--- src/verilog/digital_port_params.svh ---
`ifndef DIGITAL_PORT_PARAMS_SVH
`define DIGITAL_PORT_PARAMS_SVH

// ----------------------------------------
// Register byte offsets
// ----------------------------------------
`define REG_FUNC_OFF 8'h00
`define REG_POL_OFF 8'h04
`define REG_OUT_OFF 8'h08
`define REG_IN_OFF 8'h0C
`define REG_MODE_OFF 8'h10
`define REG_OUTSET_OFF 8'h14
`define REG_CLEAR_OFF 8'h18
`define REG_STATUS_OFF 8'h1C

// ----------------------------------------
// Field positions and reset values
// ----------------------------------------
`define OUTSET_ASSIGN_BIT 0
`define CLEAR_BIT 0
`define STAT_BT_BIT 0
`define STAT_STICKY_BIT 1
`define STAT_FAULT_BIT 2
`define STAT_BLOCKED_BIT 3
`define FUNC_RESET 6'h15
`define POL_RESET 3'h0
`define OUT_RESET 3'h0
`define MODE_INVALID 2'h3

// ----------------------------------------
// Timing
// ----------------------------------------
`define CLOCK_KHZ 10000
`define BLOCK_LATENCY_US 450
`define BLOCK_LATENCY_CYC ((`BLOCK_LATENCY_US * `CLOCK_KHZ) / 1000)
`define SHUTOFF_MS 45
`define SHUTOFF_CYC (`SHUTOFF_MS * `CLOCK_KHZ)

`endif

--- src/verilog/digital_port_pkg.sv ---
package digital_port_pkg;

	typedef enum logic [1:0] {
		general_bidir_pin_function,
		input_only_pin_function,
		fault_signal_pin_function,
		output_block_pin_function
	} pin_func_e;

	typedef enum logic [1:0] {
		block_mode_off,
		block_mode_live,
		sticky_block_mode
	} block_mode_e;

	typedef struct packed {
		logic s1;
		logic s2;
		logic drive;
		logic oe;
	} pin_state_s;

	typedef struct packed {
		logic blocked;
		logic sticky;
		logic fault;
		logic prev_true;
	} block_state_s;

	typedef struct packed {
		logic [5:0] func;
		logic [2:0] neg;
		logic [2:0] out_word;
		block_mode_e mode;
		logic loaded;
		logic wr_pend;
		logic wr_map;
		logic [7:0] wr_off;
		logic rd_pend;
		logic rd_map;
		logic [7:0] rd_off;
		logic [31:0] rdata;
		logic ready;
		logic resp;
		logic clear;
		logic nv_save;
	} port_state_s;

endpackage : digital_port_pkg

--- src/verilog/block_if.sv ---
`timescale 1ns/1ps
`default_nettype none

interface block_if;
	import digital_port_pkg::*;
	block_mode_e mode;
	logic block_true;
	logic clear;
	logic chan_cause;
	logic blocked;
	logic sticky;
	logic fault;

	modport ctrl (input mode, input block_true, input clear, input chan_cause,
		output blocked, output sticky, output fault);
	modport top (output mode, output block_true, output clear, output chan_cause,
		input blocked, input sticky, input fault);
endinterface : block_if

`default_nettype wire

--- src/verilog/pin_cell.sv ---
`timescale 1ns/1ps
`default_nettype none

module pin_cell
	import digital_port_pkg::*;
(
	input wire logic clock,
	input wire logic nrst,
	input wire logic pin_in,
	input wire logic neg,
	input wire logic oe_req,
	input wire logic bit_req,
	output logic pin_out,
	output logic pin_oe,
	output logic sense
);
	pin_state_s r;
	pin_state_s n;

	always_comb
	begin
		n = r;
		n.s1 = pin_in;
		n.s2 = r.s1;
		n.drive = bit_req ^ neg;
		n.oe = oe_req;
	end

	always_ff @(posedge clock)
	begin
		if (!nrst)
			r <= '0;
		else
			r <= n;
	end

	assign pin_out = r.drive;
	assign pin_oe = r.oe;
	// Polarity applies to the sensed level as well as the driven one
	assign sense = r.s2 ^ neg;
endmodule : pin_cell

`default_nettype wire

--- src/verilog/block_ctrl.sv ---
`timescale 1ns/1ps
`default_nettype none

module block_ctrl
	import digital_port_pkg::*;
(
	input wire logic clock,
	input wire logic nrst,
	block_if.ctrl bus
);
	block_state_s r;
	block_state_s n;

	always_comb
	begin
		n = r;
		n.prev_true = bus.block_true;
		if (bus.mode != sticky_block_mode)
			n.sticky = 1'b0;
		else if (bus.block_true && !r.prev_true)
			n.sticky = 1'b1;
		else if (bus.clear && !bus.block_true)
			n.sticky = 1'b0;
		case (bus.mode)
			block_mode_live: n.blocked = bus.block_true;
			sticky_block_mode: n.blocked = n.sticky;
			default: n.blocked = 1'b0;
		endcase
		// Set wins over clear so an event in the clear cycle is kept
		if (bus.clear && !bus.chan_cause && !n.blocked)
			n.fault = 1'b0;
		if (bus.chan_cause || n.blocked)
			n.fault = 1'b1;
	end

	always_ff @(posedge clock)
	begin
		if (!nrst)
			r <= '0;
		else
			r <= n;
	end

	assign bus.blocked = r.blocked;
	assign bus.sticky = r.sticky;
	assign bus.fault = r.fault;
endmodule : block_ctrl

`default_nettype wire

--- src/verilog/digital_port.sv ---
// How it works
// - Three pins, each with its own function and polarity setting.
// - Bidirectional pin drives its output bit and reports its sensed level.
// - Output word is binary weighted; value 7 sets all three pins.
// - Positive polarity: bit 1 drives high, bit 0 drives low.
// - Input word shows levels of bidirectional and input-only pins.
// - Input-only pin is never driven, whatever the output word holds.
// - Fault signal only on pin 1; pin 2 then undriven, its function ignored.
// - Fault raised by any channel protection event or a blocking trip.
// - Fault stays latched until cause gone and clear issued; polarity selectable.
// - Blocking input only on pin 3; it gates all channels together.
// - Blocking input is level sensed with latency under 450 us.
// - Channels start turning off within 45 ms of blocking input.
// - Blocking mode is saved to and restored from non-volatile storage.
// - Sticky mode: true transition blocks until clear with input false.
// - Live mode: blocked while input true, released when false.
// - Off mode: blocking input has no effect.
// - Assigning pin 3 via output settings forces positive polarity.
// - Clear after input removed releases blocking, channels restore state.
`timescale 1ns/1ps
`default_nettype none
`include "digital_port_params.svh"

module digital_port
	import digital_port_pkg::*;
#(
	parameter int LATENCY_CYCLES = `BLOCK_LATENCY_CYC,
	parameter int SHUTOFF_CYCLES = `SHUTOFF_CYC
)
(
	input wire logic clock,
	input wire logic nrst,
	input wire logic hsel,
	input wire logic [31:0] haddr,
	input wire logic [1:0] htrans,
	input wire logic hwrite,
	input wire logic [2:0] hsize,
	input wire logic [31:0] hwdata,
	input wire logic hready,
	output logic [31:0] hrdata,
	output logic hreadyout,
	output logic hresp,
	input wire logic [2:0] pin_in,
	output logic [2:0] pin_out,
	output logic [2:0] pin_oe,
	input wire logic [2:0] chan_ov,
	input wire logic [2:0] chan_oc,
	input wire logic [2:0] chan_ot,
	input wire logic [1:0] nv_mode_in,
	output logic [1:0] nv_mode_out,
	output logic nv_save,
	output logic outputs_blocked,
	output logic fault_active,
	output logic prot_clear
);
	port_state_s r;
	port_state_s n;
	block_if blk();
	wire [2:0] sense;
	wire [2:0] oe_req;
	wire [2:0] bit_req;
	wire [2:0] in_word;
	wire [2:0] func_ok;
	wire [2:0] bidir_mask;
	wire [2:0] inonly_mask;
	wire [5:0] func_mask;

	// ----------------------------------------
	// Pins
	// ----------------------------------------
	generate
		for (genvar i = 0; i < 3; i++)
		begin : g_pin
			pin_func_e f;
			pin_func_e wf;
			logic quiet;
			assign f = pin_func_e'(r.func[2*i+:2]);
			assign wf = pin_func_e'(hwdata[2*i+:2]);
			assign func_ok[i] = !((wf == fault_signal_pin_function && i != 0)
				|| (wf == output_block_pin_function && i != 2));
			assign func_mask[2*i+:2] = {2{func_ok[i]}};
			// Pin 2 is the return of the fault output, so it must stay undriven
			assign quiet = (i == 1) && (r.func[1:0] == fault_signal_pin_function);
			assign bidir_mask[i] = (f == general_bidir_pin_function) && !quiet;
			assign inonly_mask[i] = (f == input_only_pin_function) && !quiet;
			assign oe_req[i] = bidir_mask[i] || (f == fault_signal_pin_function);
			assign bit_req[i] = (f == fault_signal_pin_function) ? blk.fault
				: r.out_word[i];
			assign in_word[i] = (bidir_mask[i] || inonly_mask[i]) ? sense[i]
				: 1'b0;
			pin_cell u_pin (
				.clock(clock),
				.nrst(nrst),
				.pin_in(pin_in[i]),
				.neg(r.neg[i]),
				.oe_req(oe_req[i]),
				.bit_req(bit_req[i]),
				.pin_out(pin_out[i]),
				.pin_oe(pin_oe[i]),
				.sense(sense[i])
			);
		end
	endgenerate

	// ----------------------------------------
	// Blocking input and fault latch
	// ----------------------------------------
	assign blk.mode = r.mode;
	// Level sensed, so a held input keeps live mode blocked
	assign blk.block_true = (r.func[5:4] == output_block_pin_function) && sense[2];
	assign blk.clear = r.clear;
	assign blk.chan_cause = |{chan_ov, chan_oc, chan_ot};

	block_ctrl u_block (
		.clock(clock),
		.nrst(nrst),
		.bus(blk)
	);

	// ----------------------------------------
	// Register file
	// ----------------------------------------
	always_comb
	begin
		logic [31:0] rv;
		logic [3:0] st;
		rv = 32'h0;
		st = 4'h0;
		st[`STAT_BT_BIT] = blk.block_true;
		st[`STAT_STICKY_BIT] = blk.sticky;
		st[`STAT_FAULT_BIT] = blk.fault;
		st[`STAT_BLOCKED_BIT] = blk.blocked;
		n = r;
		n.clear = 1'b0;
		n.nv_save = 1'b0;
		n.wr_pend = 1'b0;
		if (!r.loaded)
		begin
			n.loaded = 1'b1;
			n.mode = (nv_mode_in == `MODE_INVALID) ? block_mode_off
				: block_mode_e'(nv_mode_in);
		end
		if (r.wr_pend && r.wr_map)
		begin
			case (r.wr_off)
				`REG_FUNC_OFF: n.func = (hwdata[5:0] & func_mask)
					| (r.func & ~func_mask);
				`REG_POL_OFF: n.neg = hwdata[2:0];
				`REG_OUT_OFF: n.out_word = hwdata[2:0];
				`REG_MODE_OFF:
				begin
					if (hwdata[1:0] != `MODE_INVALID)
					begin
						n.mode = block_mode_e'(hwdata[1:0]);
						n.nv_save = 1'b1;
					end
				end
				`REG_OUTSET_OFF:
				begin
					if (hwdata[`OUTSET_ASSIGN_BIT])
					begin
						n.func[5:4] = output_block_pin_function;
						n.neg[2] = 1'b0;
					end
				end
				`REG_CLEAR_OFF: n.clear = hwdata[`CLEAR_BIT];
				default: ;
			endcase
		end
		if (r.rd_map)
		begin
			case (r.rd_off)
				`REG_FUNC_OFF: rv = {26'h0, r.func};
				`REG_POL_OFF: rv = {29'h0, r.neg};
				`REG_OUT_OFF: rv = {29'h0, r.out_word};
				`REG_IN_OFF: rv = {29'h0, in_word};
				`REG_MODE_OFF: rv = {30'h0, r.mode};
				`REG_STATUS_OFF: rv = {28'h0, st};
				default: rv = 32'h0;
			endcase
		end
		// Reads take one wait state so the data always reflects a write just before
		if (r.rd_pend)
		begin
			n.rdata = rv;
			n.ready = 1'b1;
			n.rd_pend = 1'b0;
		end
		if (hsel && htrans[1] && hready)
		begin
			if (hwrite)
			begin
				n.wr_pend = 1'b1;
				n.wr_map = (haddr[31:8] == 24'h0);
				n.wr_off = haddr[7:0];
			end
			else
			begin
				n.rd_pend = 1'b1;
				n.ready = 1'b0;
				n.rd_map = (haddr[31:8] == 24'h0);
				n.rd_off = haddr[7:0];
			end
		end
	end

	always_ff @(posedge clock)
	begin
		if (!nrst)
		begin
			r <= '0;
			r.func <= `FUNC_RESET;
			r.neg <= `POL_RESET;
			r.out_word <= `OUT_RESET;
			r.mode <= block_mode_off;
			r.ready <= 1'b1;
		end
		else
			r <= n;
	end

	assign hrdata = r.rdata;
	assign hreadyout = r.ready;
	assign hresp = r.resp;
	assign nv_mode_out = r.mode;
	assign nv_save = r.nv_save;
	assign outputs_blocked = blk.blocked;
	assign fault_active = blk.fault;
	assign prot_clear = r.clear;

	// ----------------------------------------
	// Checks
	// ----------------------------------------
	logic [19:0] lat_cnt;
	always_ff @(posedge clock)
	begin
		if (!nrst)
			lat_cnt <= 20'h0;
		else if (r.mode == block_mode_live && blk.block_true && !blk.blocked)
			lat_cnt <= lat_cnt + 20'h1;
		else
			lat_cnt <= 20'h0;
	end
endmodule : digital_port

`default_nettype wire

--- config.mk ---
export PLATFORM = sky130hd
export DESIGN_NAME = digital_port
export DESIGN_NICKNAME = d
export VERILOG_FILES = /design/src/verilog/digital_port_pkg.sv /design/src/verilog/block_if.sv /design/src/verilog/pin_cell.sv /design/src/verilog/block_ctrl.sv /design/src/verilog/digital_port.sv
export VERILOG_INCLUDE_DIRS = /design/src /design/src/verilog
export SDC_FILE = /design/constraint.sdc
export NUM_CORES = 1
export LEC_CHECK = 0
export ABC_AREA = 1
export BUFFER_PORTS_ARGS = -buffer_cell sky130_fd_sc_hd__buf_2
export CAP_MARGIN = 5
export CORE_MARGIN = 1
export CORE_UTILIZATION = 51
export CTS_BUF_LIST = sky130_fd_sc_hd__clkbuf_16
export CTS_CLUSTER_SIZE = 40
export DETAILED_ROUTE_END_ITERATION = 10
export PLACE_DENSITY_LB_ADDON = 0.05
export SLEW_MARGIN = 20
export SYNTH_ARGS = -nofsm -noshare
export SYNTH_HDL_FRONTEND = slang
export SYNTH_SLANG_ARGS = --single-unit
--- constraint.sdc ---
create_clock -name clock -period 1.9 [get_ports clock]
set_clock_uncertainty 0.2 [all_clocks]
set_input_delay 0.285 -clock clock [delete_from_list [all_inputs] [get_ports clock]]
set_output_delay 0.285 -clock clock [all_outputs]
set_load 0.1 [all_outputs]
==> results of run 1 <==
-- logic make-up (layout without fill, tap and decap cells) --
| logic type | count (synthesis) | in the layout | synth area share, % |
|---|---|---|---|
| other | 1 | 27 | 0.121 |
| buffers and inverters | 104 | 152 | 18.2 |
| flip-flops | 60 | 60 | 38.9 |
| adder cells (fa/ha/maj) | 2 | 2 | 0.811 |
| AO/OA/AOI/OAI | 72 | 72 | 12.6 |
| AND/OR/NAND/NOR | 200 | 200 | 29.3 |
-- layer usage --
| layer | wire (um) | track usage [%] | up-vias | share of wire (%) |
|---|---|---|---|---|
| li1 | - | - | 1461 | - |
| met1 | 3070 | 27.0 | 1191 | 45 |
| met2 | 3010 | 38.8 | 121 | 44 |
| met3 | 521 | 7.20 | 16 | 7.7 |
| met4 | 163 | 10.5 | 0 | 2.4 |
| met5 | 0 | 0 | - | 0 |
-- final timing paths --
| kind | startpoint | to | slack [ns] | cells past startpoint |
|---|---|---|---|---|
| min | haddr[3] | r[39]$_SDFFE_PN0P_ | 0.002 | 3 |
| max reg2reg | r[46]$_SDFFE_PN0P_ | nv_mode_out[0]$_SDFF_PN0_ | 0.42 | 6 |
| min reg2reg | g_pin[1].u_pin.n[2]$_SDFF_PN0_ | g_pin[1].u_pin.r[2]$_SDFF_PN0_ | 0.21 | 2 |
| max | nv_mode_out[0]$_SDFF_PN0_ | nv_mode_out[0] | 0.23 | 1 |
-- stage by stage --
step	cell area, um2	worst slack, ns	std cells	util, %
3_3_place_gp	3330	0.403	566	58.6
6_report	3620	0.233	585	63.7
5_1_grt	3620	0.179	585	63.7
3_5_place_dp	3330	0.351	566	58.6
4_1_cts	3620	0.220	585	63.7
2_1_floorplan	3180	0.111	465	-
-- flip-flops by register name (all words and copies together) (netlist names), named ones only --
name / cells
r: 27
g_pin.u_pin.n: 3
g_pin.u_pin.pin_oe: 3
g_pin.f: 3
prot_clear: 1
hrdata: 6
u_block.bus.fault: 1
g_pin.u_pin.pin_out: 3
u_block.bus.blocked: 1
g_pin.u_pin.r: 3
hreadyout: 1
u_block.r: 1
u_block.bus.sticky: 1
nv_save: 1
nv_mode_out: 2
-- area by class of cell --
class,instances,area (um2)
multi-input cells,301,1420
well taps,72,90.1
inverters,55,206
clock buffers,9,225
fillers,508,2060
flip-flops and latches,60,1200
clock inverters,6,25.0
repair buffers,82,448
-- repair_timing --
item,CTS,global route
hold buffers,4,0
endpoints found under the hold margin,4,0
setup buffers,0,0
-- cell usage after synthesis --
master / instances / share of area (%)
nand2_1: 89 / 11
dfxtp_1: 60 / 39
nor2_1: 49 / 6.0
inv_1: 47 / 5.7
buf_4: 41 / 10
o21ai_0: 35 / 5.7
a21oi_1: 27 / 4.4
nand3_1: 27 / 4.4
nor2_2: 9 / 1.8
nand2_2: 7 / 1.4
nor2_4: 7 / 2.6
inv_2: 6 / 0.73
nor3_1: 5 / 0.81
buf_2: 3 / 0.49
nand4_1: 3 / 0.61
o21ai_1: 3 / 0.49
a32o_1: 2 / 0.65
buf_6: 2 / 0.73
clkbuf_1: 2 / 0.24
clkinv_1: 2 / 0.24
ha_1: 2 / 0.81
nor4_1: 2 / 0.41
a21boi_0: 1 / 0.24
a31oi_1: 1 / 0.20
buf_1: 1 / 0.12
conb_1: 1 / 0.12
nand3_2: 1 / 0.32
nand3b_1: 1 / 0.24
o211ai_1: 1 / 0.24
o211ai_2: 1 / 0.41
o21ai_2: 1 / 0.28
-- power breakdown --
| part | total (mW) | leakage (nW) | internal [mW] | switching [mW] |
|---|---|---|---|---|
| clock | 1.37 | 0.133 | 0.847 | 0.521 |
| combinational | 0.512 | 1.20 | 0.107 | 0.405 |
| sequential | 1.31 | 0.487 | 1.29 | 0.0194 |
| total | 3.19 | 1.82 | 2.24 | 0.946 |
==> summary.txt, run 1 <==
Mapped Area = 3090 um2
share of synthesized area occupied by flip-flops and latches = 38.9%
clock input transition at the sequential cells of the worst setup and hold paths = 0.05 ns
share of final-layout standard cells stronger than drive strength 1 = 23.6%
distinct cell type count of the synthesized netlist = 31
cell count after synthesis = 439
Total Nets Final = 599
final hold slack = 0.00205 ns
core area = 5680 um2
DIE HEIGHT = 79.8 um
detailed router's first-iteration violation count = 130
Hold Violations, Final = 0
first-pass GRT wire length = 11,000 um
commonest cells after routing, fill and taps aside = 89 x nand2_1, 76 x buf_2, 60 x dfxtp_1, 49 x inv_1, 49 x nor2_1
cell family with the largest share of critical-path delay = buffers and inverters
buffer cell driving the clock tree root = clkbuf_16
antenna cells = 0
Final TNS setup = 0 ns
effective utilization at floorplan = 54.4%
setup repair after global routing missed its margin = false
crit share post-route = 87.8%
global placer's final weighted congestion = 0.876
routed wire length = 6760 um
largest buffer count on any clock path = 2
hpwl dp = 5180 um
critical path, cell by cell = buf_2
Critical Path Fanout Max = 5
type of the worst min-delay path = in2reg
type of element launching the critical path = flip-flop
Largest stage delay, worst path = 0.46 ns
maximum achievable frequency = 0.600 GHz
clk_lat worst skew = 0.33 ns
residual antenna-violating net count after detailed routing = 0
average detailed-routed wire length per instance = 11.6 um
Global Route Usage Sum = 23.2%
# port buffers = 76
post-cts gate resize count = 0
Setup crit end kind = primary output
largest net degree at the start of global routing = 41
critical path class = reg2out
CP bufs+invs = 1
post-layout min period = 1.67 ns
run status = finished clean
Die ar. = 6370 um2
CTS Sinks = 60
Max Cap Violations = 0
global-route congestion overflow total = 0
CTS tree = yes
clock buffer count from CTS = 9
I/O Pins = 134
CTS H-tree lvls = 3
PnR Total Power = 3.19 mW
Slowest-stage cell, CP = buf_2
number of failing setup endpoints in the final timing report = 0
per-cell via count in the routed design = 4.77
Arr. time, crit path = 1.18 ns
number of rows created at floorplan = 27
DRT Pass-1 Iters = 4
most frequent standard cell in the layout excluding fill and tap cells = nand2_1
initial antenna violation count = 0
count of warnings emitted by yosys = 0
Power Dens Cells = 881 nW/um2
number of slew-limit violations in the final report = 0
area growth from synthesis to final layout = 17.1%
number of synthesized register bits = 60
die outline width = 79.8 um
mean post-synth cell area = 7.03 um2
Max VDD drop = 490 uV
Leakage Power = 1.82 nW
number of remaining DRC errors = 0
number of vias in the routed layout = 2,789
critical path required time = 1.41 ns
vias in the first global route = 2,517
Power figures use the tool's default switching activity.
==> inputs of run 2 (changes only) <==
Settings changed: CELL_PAD_IN_SITES_DETAIL_PLACEMENT from default to 1, CELL_PAD_IN_SITES_GLOBAL_PLACEMENT from default to 1, CORE_UTILIZATION 51 to 35.
==> summary.txt, run 2 (synthesis gave the netlist of run 1 again) <==
run status = finished clean
critical path required time = 1.41 ns (about the same)
CTS Sinks = 60 (unchanged)
Max Cap Violations = 0 (unchanged)
post-cts gate resize count = 0 (unchanged)
setup bufs post-CTS = 0 (unchanged)
CTS tree = yes
vias in the first global route = 2,818 (+12%)
number of rows created at floorplan = 33 (+22%)
number of failing setup endpoints in the final timing report = 0 (unchanged)
CP bufs+invs = 1 (unchanged)
area growth from synthesis to final layout = 18.5%
first-pass GRT wire length = 13,300 um (+21%)
Die ar. = 9200 um2 (+44%)
Largest stage delay, worst path = 0.47 ns (about the same)
share of final-layout standard cells stronger than drive strength 1 = 23.4% (-0.15 points)
Critical Path Fanout Max = 5 (unchanged)
clk_lat worst skew = 0.32 ns (about the same)
commonest cells after routing, fill and taps aside = 89 x nand2_1, 76 x buf_2, 60 x dfxtp_1, 49 x inv_1, 49 x nor2_1
number of slew-limit violations in the final report = 0 (unchanged)
Arr. time, crit path = 1.22 ns (+0.04 ns)
clock buffer count from CTS = 9 (unchanged)
hpwl dp = 6390 um (+23%)
Total Nets Final = 598 (-0.17%)
most frequent standard cell in the layout excluding fill and tap cells = nand2_1
PnR Total Power = 3.33 mW (+4.5%)
maximum achievable frequency = 0.588 GHz (-1.9%)
Setup crit end kind = primary output
critical path class = reg2out
clock input transition at the sequential cells of the worst setup and hold paths = 0.05 ns (about the same)
r2r worst-path depth = 7 (+1)
Placement Setup Slack = 0.309 ns (-0.0419 ns)
worst r2r dst = u_block.bus.fault$_SDFFE_PN0P_
Power Dens Cells = 910 nW/um2 (+3.3%)
effective utilization at floorplan = 36.8% (-18 points)
number of flip-flops in the largest register = 27 (unchanged)
routed wire length = 8120 um (+20%)
post-layout min period = 1.70 ns (+0.0328 ns)
global placer's final weighted congestion = 0.791 (-9.8%)
Slowest-stage cell, CP = buf_2
per-cell via count in the routed design = 4.66 (-2.2%)
Worst Setup EP = nv_mode_out[0]
critical path, cell by cell = buf_2
detailed router's first-iteration violation count = 75 (-42%)
post-route standard cell area excluding fillers = 3660 um2 (+1.2%)
residual antenna-violating net count after detailed routing = 0 (unchanged)
CTS H-tree lvls = 3 (unchanged)
average detailed-routed wire length per instance = 13.2 um (+14%)
setup repair after global routing missed its margin = false
Worst setup startpoint = nv_mode_out[0]$_SDFF_PN0_
Hold Violations, Final = 0 (unchanged)
# port buffers = 76 (unchanged)
type of element launching the critical path = flip-flop
largest buffer count on any clock path = 2 (unchanged)
number of vias in the routed layout = 2,876 (+3.1%)
area of placed instances = 3350 um2 (+0.87%)
Global Route Usage Sum = 19.2% (-4.0 points)
core area = 8380 um2 (+48%)
Layout Utilization = 43.6% (-20 points)
Max VDD drop = 338 uV (-31%)
DIE HEIGHT = 95.9 um (+20%)
crit share post-route = 89.5% (+1.7 points)
I/O Pins = 134 (unchanged)
type of the worst min-delay path = in2reg
Leakage Power = 1.82 nW (about the same)
global-route congestion overflow total = 0 (unchanged)
DRT Pass-1 Iters = 6 (+2)
Worst Hold Launch = haddr[1]
cell family with the largest share of critical-path delay = buffers and inverters
number of remaining DRC errors = 0 (unchanged)
beginning of the worst register-to-register path = r[64]$_SDFFE_PN0P_
Final TNS setup = 0 ns (unchanged)
antenna cells = 0 (unchanged)
final worst setup slack = 0.200 ns (-0.0328 ns)
die outline width = 95.9 um (+20%)
cell depth of the worst hold path = 3 (unchanged)
initial antenna violation count = 0 (unchanged)
cts hold-fix bufs = 3 (-1)
buffer cell driving the clock tree root = clkbuf_16
largest net degree at the start of global routing = 46 (+12%)
register with the highest flop count = r
cell count along the critical path = 1 (unchanged)
worst reg-to-reg setup slack = 0.40 ns (-0.02 ns)
==> run 2: cell types whose count changed in the layout (fill, tap and decap cells not counted), sizes merged <==
cell,previous run,this run
clkinv,6,5
dlygate4sd3,4,3
bufinv,0,1
==> run 2: per-layer routing <==
metal	vias to the layer above	global-route usage (%)	share of wire [%]
met3	9	4.27	4.7
met5	-	0	0
met1	1314	23.1	44
met4	0	6.34	1.3
met2	92	33.9	50
li1	1461	-	-
==> run 2: worst min-delay path by stage <==
stage                                           endpoint  slack [ns]
after floorplan                         r[56]$_SDFF_PN0_        0.11
after global placement    g_pin[2].u_pin.r[2]$_SDFF_PN0_        0.20
after detailed placement  g_pin[0].u_pin.r[2]$_SDFF_PN0_        0.21
after CTS                             r[47]$_SDFFE_PN0P_        0.02
after global routing                  r[50]$_SDFFE_PN0P_        0.04
final                                 r[47]$_SDFFE_PN0P_        0.02
==> run 2: final cells by class <==
type                       instances  area (um2)
timing repair buffer              81         425
clock buffer                       9         225
clock inverter                     6        48.8
sequential                        60        1200
inverter                          55         206
multi-input combinational        301        1420
fill                            1103        4720
tap                              105         131
==> run 2: report_power, final <==
| group | switching, mW | total (mW) | internal [mW] |
|---|---|---|---|
| combinational | 0.413 | 0.516 | 0.103 |
| sequential | 0.0200 | 1.31 | 1.29 |
| clock | 0.527 | 1.51 | 0.982 |
==> run 2: through the flow <==
stage	cells	hold WS [ns]
CTS	617	0.0200
global placement	599	0.198
global route	617	0.0381
finish	617	0.0159
floorplan	465	0.113
detailed placement	599	0.206
